[src/design/sbc_pkg.sv]
// constants for the skip, branch, call and add decoder
package sbc_pkg;
  localparam int          PC_W          = 21;
  localparam logic [20:0] PC_STEP       = 21'h00_0002;
  localparam logic [20:0] CALL_RET_OFS  = 21'h00_0004;
  localparam logic [20:0] PC_RESET      = 21'h00_0000;
  localparam logic [3:0]  OP_SKIP_CLEAR = 4'hB;
  localparam logic [3:0]  OP_SKIP_SET   = 4'hA;
  localparam logic [5:0]  OP_ADD_FILE   = 6'h09;
  localparam logic [7:0]  OP_BRANCH_Z   = 8'hE0;
  localparam logic [6:0]  OP_CALL_1     = 7'h76;
  localparam logic [3:0]  OP_WORD2      = 4'hF;
  localparam int          BIT_D         = 9;
  localparam int          BIT_A         = 8;
  localparam int          BIT_S         = 8;
  localparam int          FLAG_C        = 0;
  localparam int          FLAG_DC       = 1;
  localparam int          FLAG_Z        = 2;
  localparam int          FLAG_OV       = 3;
  localparam int          FLAG_N        = 4;
  localparam logic [3:0]  ACCESS_BANK_LO = 4'h0;
  localparam logic [3:0]  ACCESS_BANK_HI = 4'hF;
  localparam logic [7:0]  ACCESS_SPLIT  = 8'h80;
  localparam logic [1:0]  Q_LAST        = 2'h3;
  localparam int          CLOCK_MHZ     = 40;
  typedef enum logic [1:0] {
    ST_EXEC  = 2'b00,
    ST_FLUSH = 2'b01,
    ST_CALL2 = 2'b10
  } exec_state_t;
endpackage

[src/design/sbc_bank_addr.sv]
// file-register address builder: access bank or bank pointer
`timescale 1ns/1ps
module sbc_bank_addr
  import sbc_pkg::*;
(
  input  wire logic [7:0]  file_addr_i,
  input  wire logic        bank_sel_i,
  input  wire logic [3:0]  bank_select_pointer_i,
  output logic      [11:0] full_addr_o
);
  always_comb begin
    if (bank_sel_i) begin
      full_addr_o = {bank_select_pointer_i, file_addr_i}; // [RL5]
    end else if (file_addr_i < ACCESS_SPLIT) begin
      full_addr_o = {ACCESS_BANK_LO, file_addr_i}; // [RL5]
    end else begin
      full_addr_o = {ACCESS_BANK_HI, file_addr_i}; // [RL5]
    end
  end
endmodule // sbc_bank_addr

[src/design/skip_branch_call_decode.sv]
// execution unit for bit skips, branch on zero, call and add-to-file
`timescale 1ns/1ps
// What this block does
// RL1 - skip-if-clear with the bit zero turns the prefetched word into a no-op, taking two cycles.
// RL2 - a taken skip over a two-word instruction takes three cycles, both extra ones no-ops.
// RL3 - skip-if-set skips when the chosen bit reads one, else completes in one cycle.
// RL4 - a taken skip-if-set replaces the prefetched word by a no-op cycle, two cycles in all.
// RL5 - bank bit low selects the access bank, high selects the bank pointer's bank.
// RL6 - branch on zero with the flag set loads pc plus two plus twice the signed offset in two cycles.
// RL7 - a call first pushes pc plus four onto the return stack.
// RL8 - a call with the fast bit set copies accumulator, flags and bank pointer to shadows.
// RL9 - a call takes two words and two cycles and loads the 20-bit target into pc bits 20 to 1.
// RL10 - each sequential word advances the pc by two with bit 0 held at zero.
// RL11 - add-to-file writes the sum to accumulator or file by d and updates all five flags.
module skip_branch_call_decode
  import sbc_pkg::*;
(
  input  wire logic              clock_i,
  input  wire logic              sys_rst_i,
  input  wire logic              clk_en_i,
  input  wire logic [15:0]       instr_i,
  input  wire logic              instr_valid_i,
  input  wire logic [7:0]        file_rdata_i,
  input  wire logic [3:0]        bank_select_pointer_i,
  output logic      [11:0]       file_addr_o,
  output logic                   file_we_o,
  output logic      [7:0]        file_wdata_o,
  output logic      [PC_W-1:0]   pc_o,
  output logic                   push_o,
  output logic      [PC_W-1:0]   stack_top_o,
  output logic      [7:0]        working_accumulator_o,
  output logic      [4:0]        flags_o,
  output logic      [7:0]        accum_shadow_o,
  output logic      [4:0]        flags_shadow_o,
  output logic      [3:0]        bank_pointer_shadow_o,
  output logic                   nop_cycle_o,
  output logic      [1:0]        q_phase_o
);
  // ============================================================
  // decode
  exec_state_t state;
  exec_state_t next_state;
  logic [1:0]  q;
  logic        cyc_end;
  logic        is_clr;
  logic        is_set;
  logic        is_add;
  logic        is_bz;
  logic        is_call;
  logic        bit_val;
  logic        skip;
  logic [7:0]  sum;
  logic        c7;
  logic        c3;
  logic [7:0]  call_lo;
  logic        call_fast;
  logic [PC_W-1:0] pc_next_seq;
  logic [PC_W-1:0] bz_target;
  logic        call_ok;
  logic        branch_flush;

  function automatic logic is_two_word(input logic [15:0] w);
    return w[15:9] == OP_CALL_1;
  endfunction

  assign cyc_end = clk_en_i && (q == Q_LAST);
  wire   exec_ok = (state == ST_EXEC) && instr_valid_i;
  assign is_clr  = exec_ok && (instr_i[15:12] == OP_SKIP_CLEAR);
  assign is_set  = exec_ok && (instr_i[15:12] == OP_SKIP_SET);
  assign is_add  = exec_ok && (instr_i[15:10] == OP_ADD_FILE);
  assign is_bz   = exec_ok && (instr_i[15:8] == OP_BRANCH_Z);
  assign is_call = exec_ok && is_two_word(instr_i);
  assign bit_val = file_rdata_i[instr_i[11:9]];
  assign skip    = (is_clr && !bit_val) || (is_set && bit_val); // [RL1] [RL3]
  assign pc_next_seq = pc_o + PC_STEP; // [RL10]
  assign bz_target   = pc_o + PC_STEP + {{12{instr_i[7]}}, instr_i[7:0], 1'b0}; // [RL6]
  assign {c7, sum}   = {1'b0, working_accumulator_o} + {1'b0, file_rdata_i};
  assign c3          = ({1'b0, working_accumulator_o[3:0]} + {1'b0, file_rdata_i[3:0]}) > 5'h0F;

  sbc_bank_addr u_bank (
    .file_addr_i           (instr_i[7:0]),
    .bank_sel_i            (instr_i[BIT_A]),
    .bank_select_pointer_i (bank_select_pointer_i),
    .full_addr_o           (file_addr_o)
  );

  // ============================================================
  // quarter-cycle phase counter
  always_ff @(posedge clock_i or posedge sys_rst_i) begin
    if (sys_rst_i) begin
      q <= 2'h0;
    end else if (clk_en_i) begin
      q <= q + 2'h1;
    end
  end
  assign q_phase_o = q;

  // ============================================================
  // cycle sequencer
  always_comb begin
    next_state = ST_EXEC;
    case (state)
      ST_EXEC: begin
        if (skip || (is_bz && flags_o[FLAG_Z])) begin
          next_state = ST_FLUSH; // [RL1] [RL4] [RL6]
        end else if (is_call) begin
          next_state = ST_CALL2; // [RL9]
        end
      end
      ST_FLUSH: begin
        // skipped call: its second word needs one more no-op cycle
        if (!branch_flush && instr_valid_i && is_two_word(instr_i)) begin
          next_state = ST_CALL2; // [RL2]
        end
      end
      default: next_state = ST_EXEC;
    endcase
  end

  always_ff @(posedge clock_i or posedge sys_rst_i) begin
    if (sys_rst_i) begin
      state <= ST_EXEC;
    end else if (cyc_end) begin
      state <= next_state;
    end
  end
  assign nop_cycle_o = (state != ST_EXEC);

  // ============================================================
  // program counter and stack push
  always_ff @(posedge clock_i or posedge sys_rst_i) begin
    if (sys_rst_i) begin
      pc_o <= PC_RESET;
    end else if (cyc_end) begin
      if (is_bz && flags_o[FLAG_Z]) begin
        pc_o <= {bz_target[PC_W-1:1], 1'b0}; // [RL6]
      end else if (state == ST_CALL2 && call_ok) begin
        pc_o <= {instr_i[11:0], call_lo, 1'b0}; // [RL9]
      end else if (state == ST_FLUSH && branch_flush) begin
        pc_o <= pc_o; // [RL6]
      end else begin
        pc_o <= {pc_next_seq[PC_W-1:1], 1'b0}; // [RL10]
      end
    end
  end

  // branch no-op cycle fetches the target, so pc holds
  always_ff @(posedge clock_i or posedge sys_rst_i) begin
    if (sys_rst_i) begin
      branch_flush <= 1'b0;
    end else if (cyc_end) begin
      branch_flush <= is_bz && flags_o[FLAG_Z]; // [RL6]
    end
  end

  // call second word accepted only when first word executed
  always_ff @(posedge clock_i or posedge sys_rst_i) begin
    if (sys_rst_i) begin
      call_ok   <= 1'b0;
      call_lo   <= 8'h00;
      call_fast <= 1'b0;
    end else if (cyc_end) begin
      call_ok   <= is_call;
      if (is_call) begin
        call_lo   <= instr_i[7:0];
        call_fast <= instr_i[BIT_S];
      end
    end
  end

  always_ff @(posedge clock_i or posedge sys_rst_i) begin
    if (sys_rst_i) begin
      push_o      <= 1'b0;
      stack_top_o <= PC_RESET;
    end else if (clk_en_i) begin
      push_o <= cyc_end && is_call;
      if (cyc_end && is_call) begin
        // pc here still holds the call's address
        stack_top_o <= pc_o + CALL_RET_OFS; // [RL7]
      end
    end
  end

  // ============================================================
  // shadows on fast call
  always_ff @(posedge clock_i or posedge sys_rst_i) begin
    if (sys_rst_i) begin
      accum_shadow_o        <= 8'h00;
      flags_shadow_o        <= 5'h00;
      bank_pointer_shadow_o <= 4'h0;
    end else if (cyc_end && is_call && instr_i[BIT_S]) begin
      accum_shadow_o        <= working_accumulator_o; // [RL8]
      flags_shadow_o        <= flags_o; // [RL8]
      bank_pointer_shadow_o <= bank_select_pointer_i; // [RL8]
    end
  end

  // ============================================================
  // add accumulator to file
  always_ff @(posedge clock_i or posedge sys_rst_i) begin
    if (sys_rst_i) begin
      working_accumulator_o <= 8'h00;
      flags_o               <= 5'h00;
    end else if (cyc_end && is_add) begin
      if (!instr_i[BIT_D]) begin
        working_accumulator_o <= sum; // [RL11]
      end
      flags_o[FLAG_C]  <= c7; // [RL11]
      flags_o[FLAG_DC] <= c3;
      flags_o[FLAG_Z]  <= (sum == 8'h00);
      flags_o[FLAG_N]  <= sum[7];
      flags_o[FLAG_OV] <= (working_accumulator_o[7] == file_rdata_i[7]) && (sum[7] != file_rdata_i[7]);
    end
  end
  assign file_we_o = cyc_end && is_add && instr_i[BIT_D]; // [RL11]
  always_comb begin
    file_wdata_o = sum;
  end
endmodule // skip_branch_call_decode

[config.mk]
export PLATFORM = sky130hd
export DESIGN_NAME = skip_branch_call_decode
export DESIGN_NICKNAME = d
export VERILOG_FILES = /design/src/design/sbc_pkg.sv /design/src/design/sbc_bank_addr.sv /design/src/design/skip_branch_call_decode.sv
export SDC_FILE = /design/constraint.sdc
export NUM_CORES = 1
export LEC_CHECK = 0
export ABC_AREA = 1
export BUFFER_PORTS_ARGS = -buffer_cell sky130_fd_sc_hd__buf_2
export CAP_MARGIN = 20
export CORE_ASPECT_RATIO = 0.7
export CORE_MARGIN = 4
export CORE_UTILIZATION = 40
export DETAILED_ROUTE_END_ITERATION = 10
export SLEW_MARGIN = 40
export SYNTH_ARGS = -nofsm -noshare
export SYNTH_HDL_FRONTEND = slang
export SYNTH_SLANG_ARGS = --single-unit
[constraint.sdc]
create_clock -name clock_i -period 7.9 [get_ports clock_i]
set_input_delay 1.58 -clock clock_i [delete_from_list [all_inputs] [get_ports clock_i]]
set_output_delay 1.58 -clock clock_i [all_outputs]
set_load 0.05 [all_outputs]
* Word level (Yosys, flattened, before mapping)
Cells that the tools add are included.
Word-level totals: flip-flop bits (word level) 87, input port bits 32, output and inout bits 97, logic and storage cells 75
Cells by class: add/subtract/negate cells 6, order comparisons 3, eq/ne operators 11, mux-type cells 11, bitwise logic cells 1, reduce and logical (&&, ||, !) cells 30
Operator list (count):
- $mux 21 | 3
- $mux 12 | 2
- $add 21x2->21 const B | 1
- $add 21x21->21 | 1
- $add 21x3->21 const B | 1
- $logic_and 1x1->1 | 19
- $add 8x8->9 | 1
- $eq 4x4->1 const B | 2
- $eq 8x8->1 const B | 1
- $logic_not 8->1 | 1
- $lt 8x8->1 const B | 1
- $reduce_and 2->1 | 4
- $eq 7x7->1 const B | 1
- $eq 6x4->1 const B | 1
- $mux 2 | 3
- $add 4x4->5 | 1
- $gt 5x4->1 const B | 1
- $eq 2x2->1 const B | 2
- $lt 3x4->1 const B | 1
- $pmux 2 s2 | 1
- $bmux 1 s3 | 1
- $ne 3x3->1 const B | 1
- $add 2x1->2 const B | 1
- $eq 2x1->1 const B | 1
- other kinds (8) | 10

* Longest topological paths before layout
depth after elaboration 8, depth in mapped cells 20

* By module
From an unflattened synthesis, not the netlist that was laid out.
Unflattened totals: cells, all modules 875, area, all modules 6242.2 um^2
Modules (own cells, without submodules):
- skip_branch_call_decode | instances 1, cells each 857, area an instance 6142.1 um^2, sequential area each 2127.0 um^2
- sbc_bank_addr | instances 1, cells each 18, area an instance 100.1 um^2, sequential area each 0.0 um^2

* Worst setup path before layout
Ideal clock, no wire load.
path kind input-to-output, from input port file_rdata_i[2], to output port file_wdata_o[5], arrival 3.088 ns, data required time 6.320 ns, setup slack 3.232 ns, stages 6, path buffers 0, cell sequence ha_1 -> a21oi_1 -> nand2_1 -> nand3_1 -> nand2_1 -> xor2_1
On the way: word-level cells in the longest chain between the ends 1
RTL lines:
- start, declared | line skip_branch_call_decode.sv:23 | input wire logic [7:0] file_rdata_i,
- $add 8x8->9 | line skip_branch_call_decode.sv:77 | assign {c7, sum} = {1'b0, working_accumulator_o} + {1'b0, file_rdata_i};
- end, declared | line skip_branch_call_decode.sv:27 | output logic [7:0] file_wdata_o,
Every way passes these cells.

* Worst setup path in the final report
from input port file_rdata_i[0], to output port file_wdata_o[6]
The elaborated chain is that of the path after synthesis.

==> flow_summary.json <==
{
  "yosys_warnings": 0,
  "routed_via_density": 5.08,
  "outcome": "finished, final reports clean",
  "ir_drop_mv": 0.140,
  "grt_first_pass_wirelength_um": 29700,
  "n_fill_cell": 1546,
  "rel_slew_slack": 0.509,
  "core_area_um2": 14900,
  "drc": 0,
  "port-buffer-count": 126,
  "ys_dominant_reg_cell": "sky130_fd_sc_hd__dfrtp_1",
  "hold_slack_ns": 0.481,
  "syn_avg_cell_area_um2": 7.21,
  "post-route-min-period_ns": 4.95,
  "ys_seq_area_frac": 0.347,
  "crit_arrival_ns": 3.37,
  "place_ws_ns": 2.96,
  "setup_total_negative_slack_ns": 0,
  "worst_setup_hold_path_clk_slew_ns": 0.06,
  "io_pins": 129,
  "postLayoutSetupSlackWorst_ns": 2.95,
  "worst_clock_skew_ns": 0.00865,
  "synth_cell_types": 43,
  "dpl.hpwl_um": 14600,
  "max_cap_check_violation_count": 0,
  "drt_iter0_drc": 522,
  "cp-start-kind": "primary input",
  "grt_pass1_vias": 5398,
  "min_period_over_period": 0.627,
  "synth.ff_latch_count": 85,
  "route.final.wire_length_um": 18600,
  "fp.dieW_um": 156,
  "detailedRoute.firstPassIterationCount": 5,
  "synthCells": 851,
  "p_leak_nw": 3.87,
  "cts_repair_resize_count": 0,
  "final_hold_viol_count": 0,
  "setup.worst_path.end_class": "output port",
  "share_comb_of_total_power": 0.480,
  "clk-insertion-delay-late_ns": 0.34,
  "numCtsBuffers": 9,
  "cts_hold_buf": 0,
  "grt_max_degree": 68,
  "worst-slew-pin-transition_ns": 0.736,
  "final_number_of_setup_violating_endpoints": 0,
  "route.vias.total": 5886,
  "post_route_ant_nets": 0,
  "multi_input_comb_area_um2": 3470,
  "cts_sinks": 85,
  "grt_setup_unrepaired": "no",
  "post_drt_wl_per_cell_um": 16.0,
  "areaGrowthSynthToFinish_pct": 17.5,
  "timing.final.max_slew_violations": 0,
  "switching_share": 0.477,
  "synth-async-reset-ratio": 1.00,
  "clockRootBuffer": "sky130_fd_sc_hd__clkbuf_16",
  "grt_use_total": 0.214,
  "power.density_cell_area_nw_per_um2": 292,
  "finalWeightedCongestion": 0.922,
  "sequentialPowerShare": 0.280,
  "combined_flip_flop_and_latch_cell_area_um2": 2130,
  "cts_setup_buffers": 0,
  "gr-total-overflow": 0,
  "switchingPower_mw": 1.00,
  "layout-drive-gt1-share": 0.186,
  "core.rowCount": 37,
  "p_int_mw": 1.10,
  "hp-class": "flip-flop to flip-flop",
  "path_max_fanout": 3,
  "htree_num_levels": 3,
  "floorplan.initialDensity": 0.413,
  "power.share.clock": 0.240,
  "cts.path.max_buffers": 2,
  "achievable-frequency_ghz": 0.202,
  "design.final.nets": 1028,
  "path_class": "primary input to output port",
  "floorplan.die_area_um2": 17400,
  "number_of_enable_flip_flop_cells_after_synthesis": 0,
  "antenna_found_initial": 0,
  "tritoncts": "built",
  "critPathRequiredTime_ns": 6.32,
  "die_y_extent_um": 112,
  "post_synth_instance_area_um2": 6130,
  "n_antenna_cell": 0
}
## cells in the mapped netlist (4+ instances only)
master | number | area share
sky130_fd_sc_hd__a21oi_1 | 62 | 0.051
sky130_fd_sc_hd__buf_2 | 6 | 0.0049
sky130_fd_sc_hd__buf_4 | 11 | 0.013
sky130_fd_sc_hd__clkbuf_1 | 12 | 0.0073
sky130_fd_sc_hd__dfrtp_1 | 85 | 0.35
sky130_fd_sc_hd__ha_1 | 35 | 0.071
sky130_fd_sc_hd__inv_1 | 89 | 0.054
sky130_fd_sc_hd__inv_2 | 7 | 0.0043
sky130_fd_sc_hd__mux2_2 | 6 | 0.011
sky130_fd_sc_hd__mux2_4 | 6 | 0.015
sky130_fd_sc_hd__nand2_1 | 216 | 0.13
sky130_fd_sc_hd__nand3_1 | 58 | 0.047
sky130_fd_sc_hd__nand3b_1 | 7 | 0.0086
sky130_fd_sc_hd__nand4_1 | 8 | 0.0082
sky130_fd_sc_hd__nor2_1 | 92 | 0.056
sky130_fd_sc_hd__nor3_1 | 6 | 0.0049
sky130_fd_sc_hd__o211ai_1 | 4 | 0.0049
sky130_fd_sc_hd__o21ai_0 | 59 | 0.048
sky130_fd_sc_hd__o21ai_1 | 6 | 0.0049
sky130_fd_sc_hd__or2_2 | 4 | 0.0041
sky130_fd_sc_hd__xnor2_1 | 9 | 0.013
sky130_fd_sc_hd__xor2_1 | 29 | 0.041
## path summary, 6_finish.rpt
kind / startpoint / end / slack, ns / cells past startpoint
max: file_rdata_i[0] / file_wdata_o[6] / 2.95 / 11
min: flags_shadow_o[0]$_DFFE_PP0P_ / flags_shadow_o[0]$_DFFE_PP0P_ / 0.48 / 2
max reg2reg: pc_o[1]$_DFFE_PP0P_ / pc_o[20]$_DFFE_PP0P_ / 4.13 / 17
min reg2reg: flags_shadow_o[0]$_DFFE_PP0P_ / flags_shadow_o[0]$_DFFE_PP0P_ / 0.48 / 2
max in group asynchronous: sys_rst_i / working_accumulator_o[3]$_DFFE_PP0P_ / 5.79 / 3
min in group asynchronous: sys_rst_i / pc_o[17]$_DFFE_PP0P_ / 1.18 / 2
## per-stage QoR
step / instance area (um^2) / total power [mW] / util / std cells
after floorplan: 6140 / 1.33 / - / 852
after global placement: 6850 / 1.58 / 0.461 / 1143
after detailed placement: 6850 / 1.59 / 0.461 / 1143
after CTS: 7200 / 2.10 / 0.485 / 1159
after global routing: 7210 / 2.25 / 0.485 / 1159
final: 7210 / 2.10 / 0.485 / 1159
## worst max-delay path: stages
cell and delay, ns:
sky130_fd_sc_hd__buf_2 0.11, sky130_fd_sc_hd__ha_1 0.21, sky130_fd_sc_hd__fa_1 0.41, sky130_fd_sc_hd__nand3_1 0.09
sky130_fd_sc_hd__nand2_1 0.11, sky130_fd_sc_hd__nand2_1 0.08, sky130_fd_sc_hd__nand2_1 0.05, sky130_fd_sc_hd__a21oi_1 0.20
sky130_fd_sc_hd__xor2_1 0.26, sky130_fd_sc_hd__inv_1 0.06, sky130_fd_sc_hd__buf_2 0.21
## power by group through the flow
stage	clock (mW)	combinational (mW)	sequential (mW)
2_1_floorplan	0	0.598	0.731
3_3_place_gp	0	0.991	0.594
3_5_place_dp	0	0.996	0.595
4_1_cts	0.514	1.00	0.586
5_1_grt	0.532	1.12	0.598
6_report	0.504	1.01	0.589
## flip-flops by register name (all words and copies together), names as in the netlist
signal,flops
accum_shadow_o,8
bank_pointer_shadow_o,4
branch_flush,1
call_lo,8
call_ok,1
flags_o,5
flags_shadow_o,5
pc_o,20
push_o,1
q_phase_o,2
stack_top_o,20
state,2
working_accumulator_o,8
## layout by cell type (no fill, tap or decap), types with 7 or more instances in the layout
| master | n |
|---|---|
| sky130_fd_sc_hd__xor2_1 | 29 |
| sky130_fd_sc_hd__clkbuf_16 | 9 |
| sky130_fd_sc_hd__nor2_1 | 92 |
| sky130_fd_sc_hd__dfrtp_1 | 85 |
| sky130_fd_sc_hd__a21oi_1 | 62 |
| sky130_fd_sc_hd__inv_2 | 7 |
| sky130_fd_sc_hd__inv_1 | 88 |
| sky130_fd_sc_hd__nand3_1 | 57 |
| sky130_fd_sc_hd__o21ai_0 | 59 |
| sky130_fd_sc_hd__buf_2 | 126 |
| sky130_fd_sc_hd__xnor2_1 | 9 |
| sky130_fd_sc_hd__nand2_1 | 216 |
| sky130_fd_sc_hd__ha_1 | 35 |
| sky130_fd_sc_hd__nand4_1 | 8 |
| sky130_fd_sc_hd__nand3b_1 | 7 |
## layout make-up
class	count	area share
Clock buffer	9	0.0313
Clock inverter	7	0.0175
Inverter	97	0.0509
Multi-Input combinational cell	639	0.482
Sequential cell	85	0.295
Tap cell	195	0.0339
Timing Repair Buffer	127	0.0891
## layer usage
| metal | wire (um) | vias to the layer above | track usage |
|---|---|---|---|
| met5 | 0 | - | 0 |
| met4 | 110 | 0 | 0.0292 |
| met3 | 1630 | 9 | 0.0505 |
| met2 | 7290 | 236 | 0.290 |
| met1 | 9520 | 2672 | 0.347 |
| li1 | - | 2969 | - |
## logic make-up after synthesis
kind of cell	synth area share
other cells	0.000612
flops	0.347
fa+ha+maj	0.0779
mux	0.0257
buf+inv	0.0879
simple gates	0.283
compound gates	0.124
xor+xnor	0.0543
No activity file was read; power rests on OpenSTA's default activity.
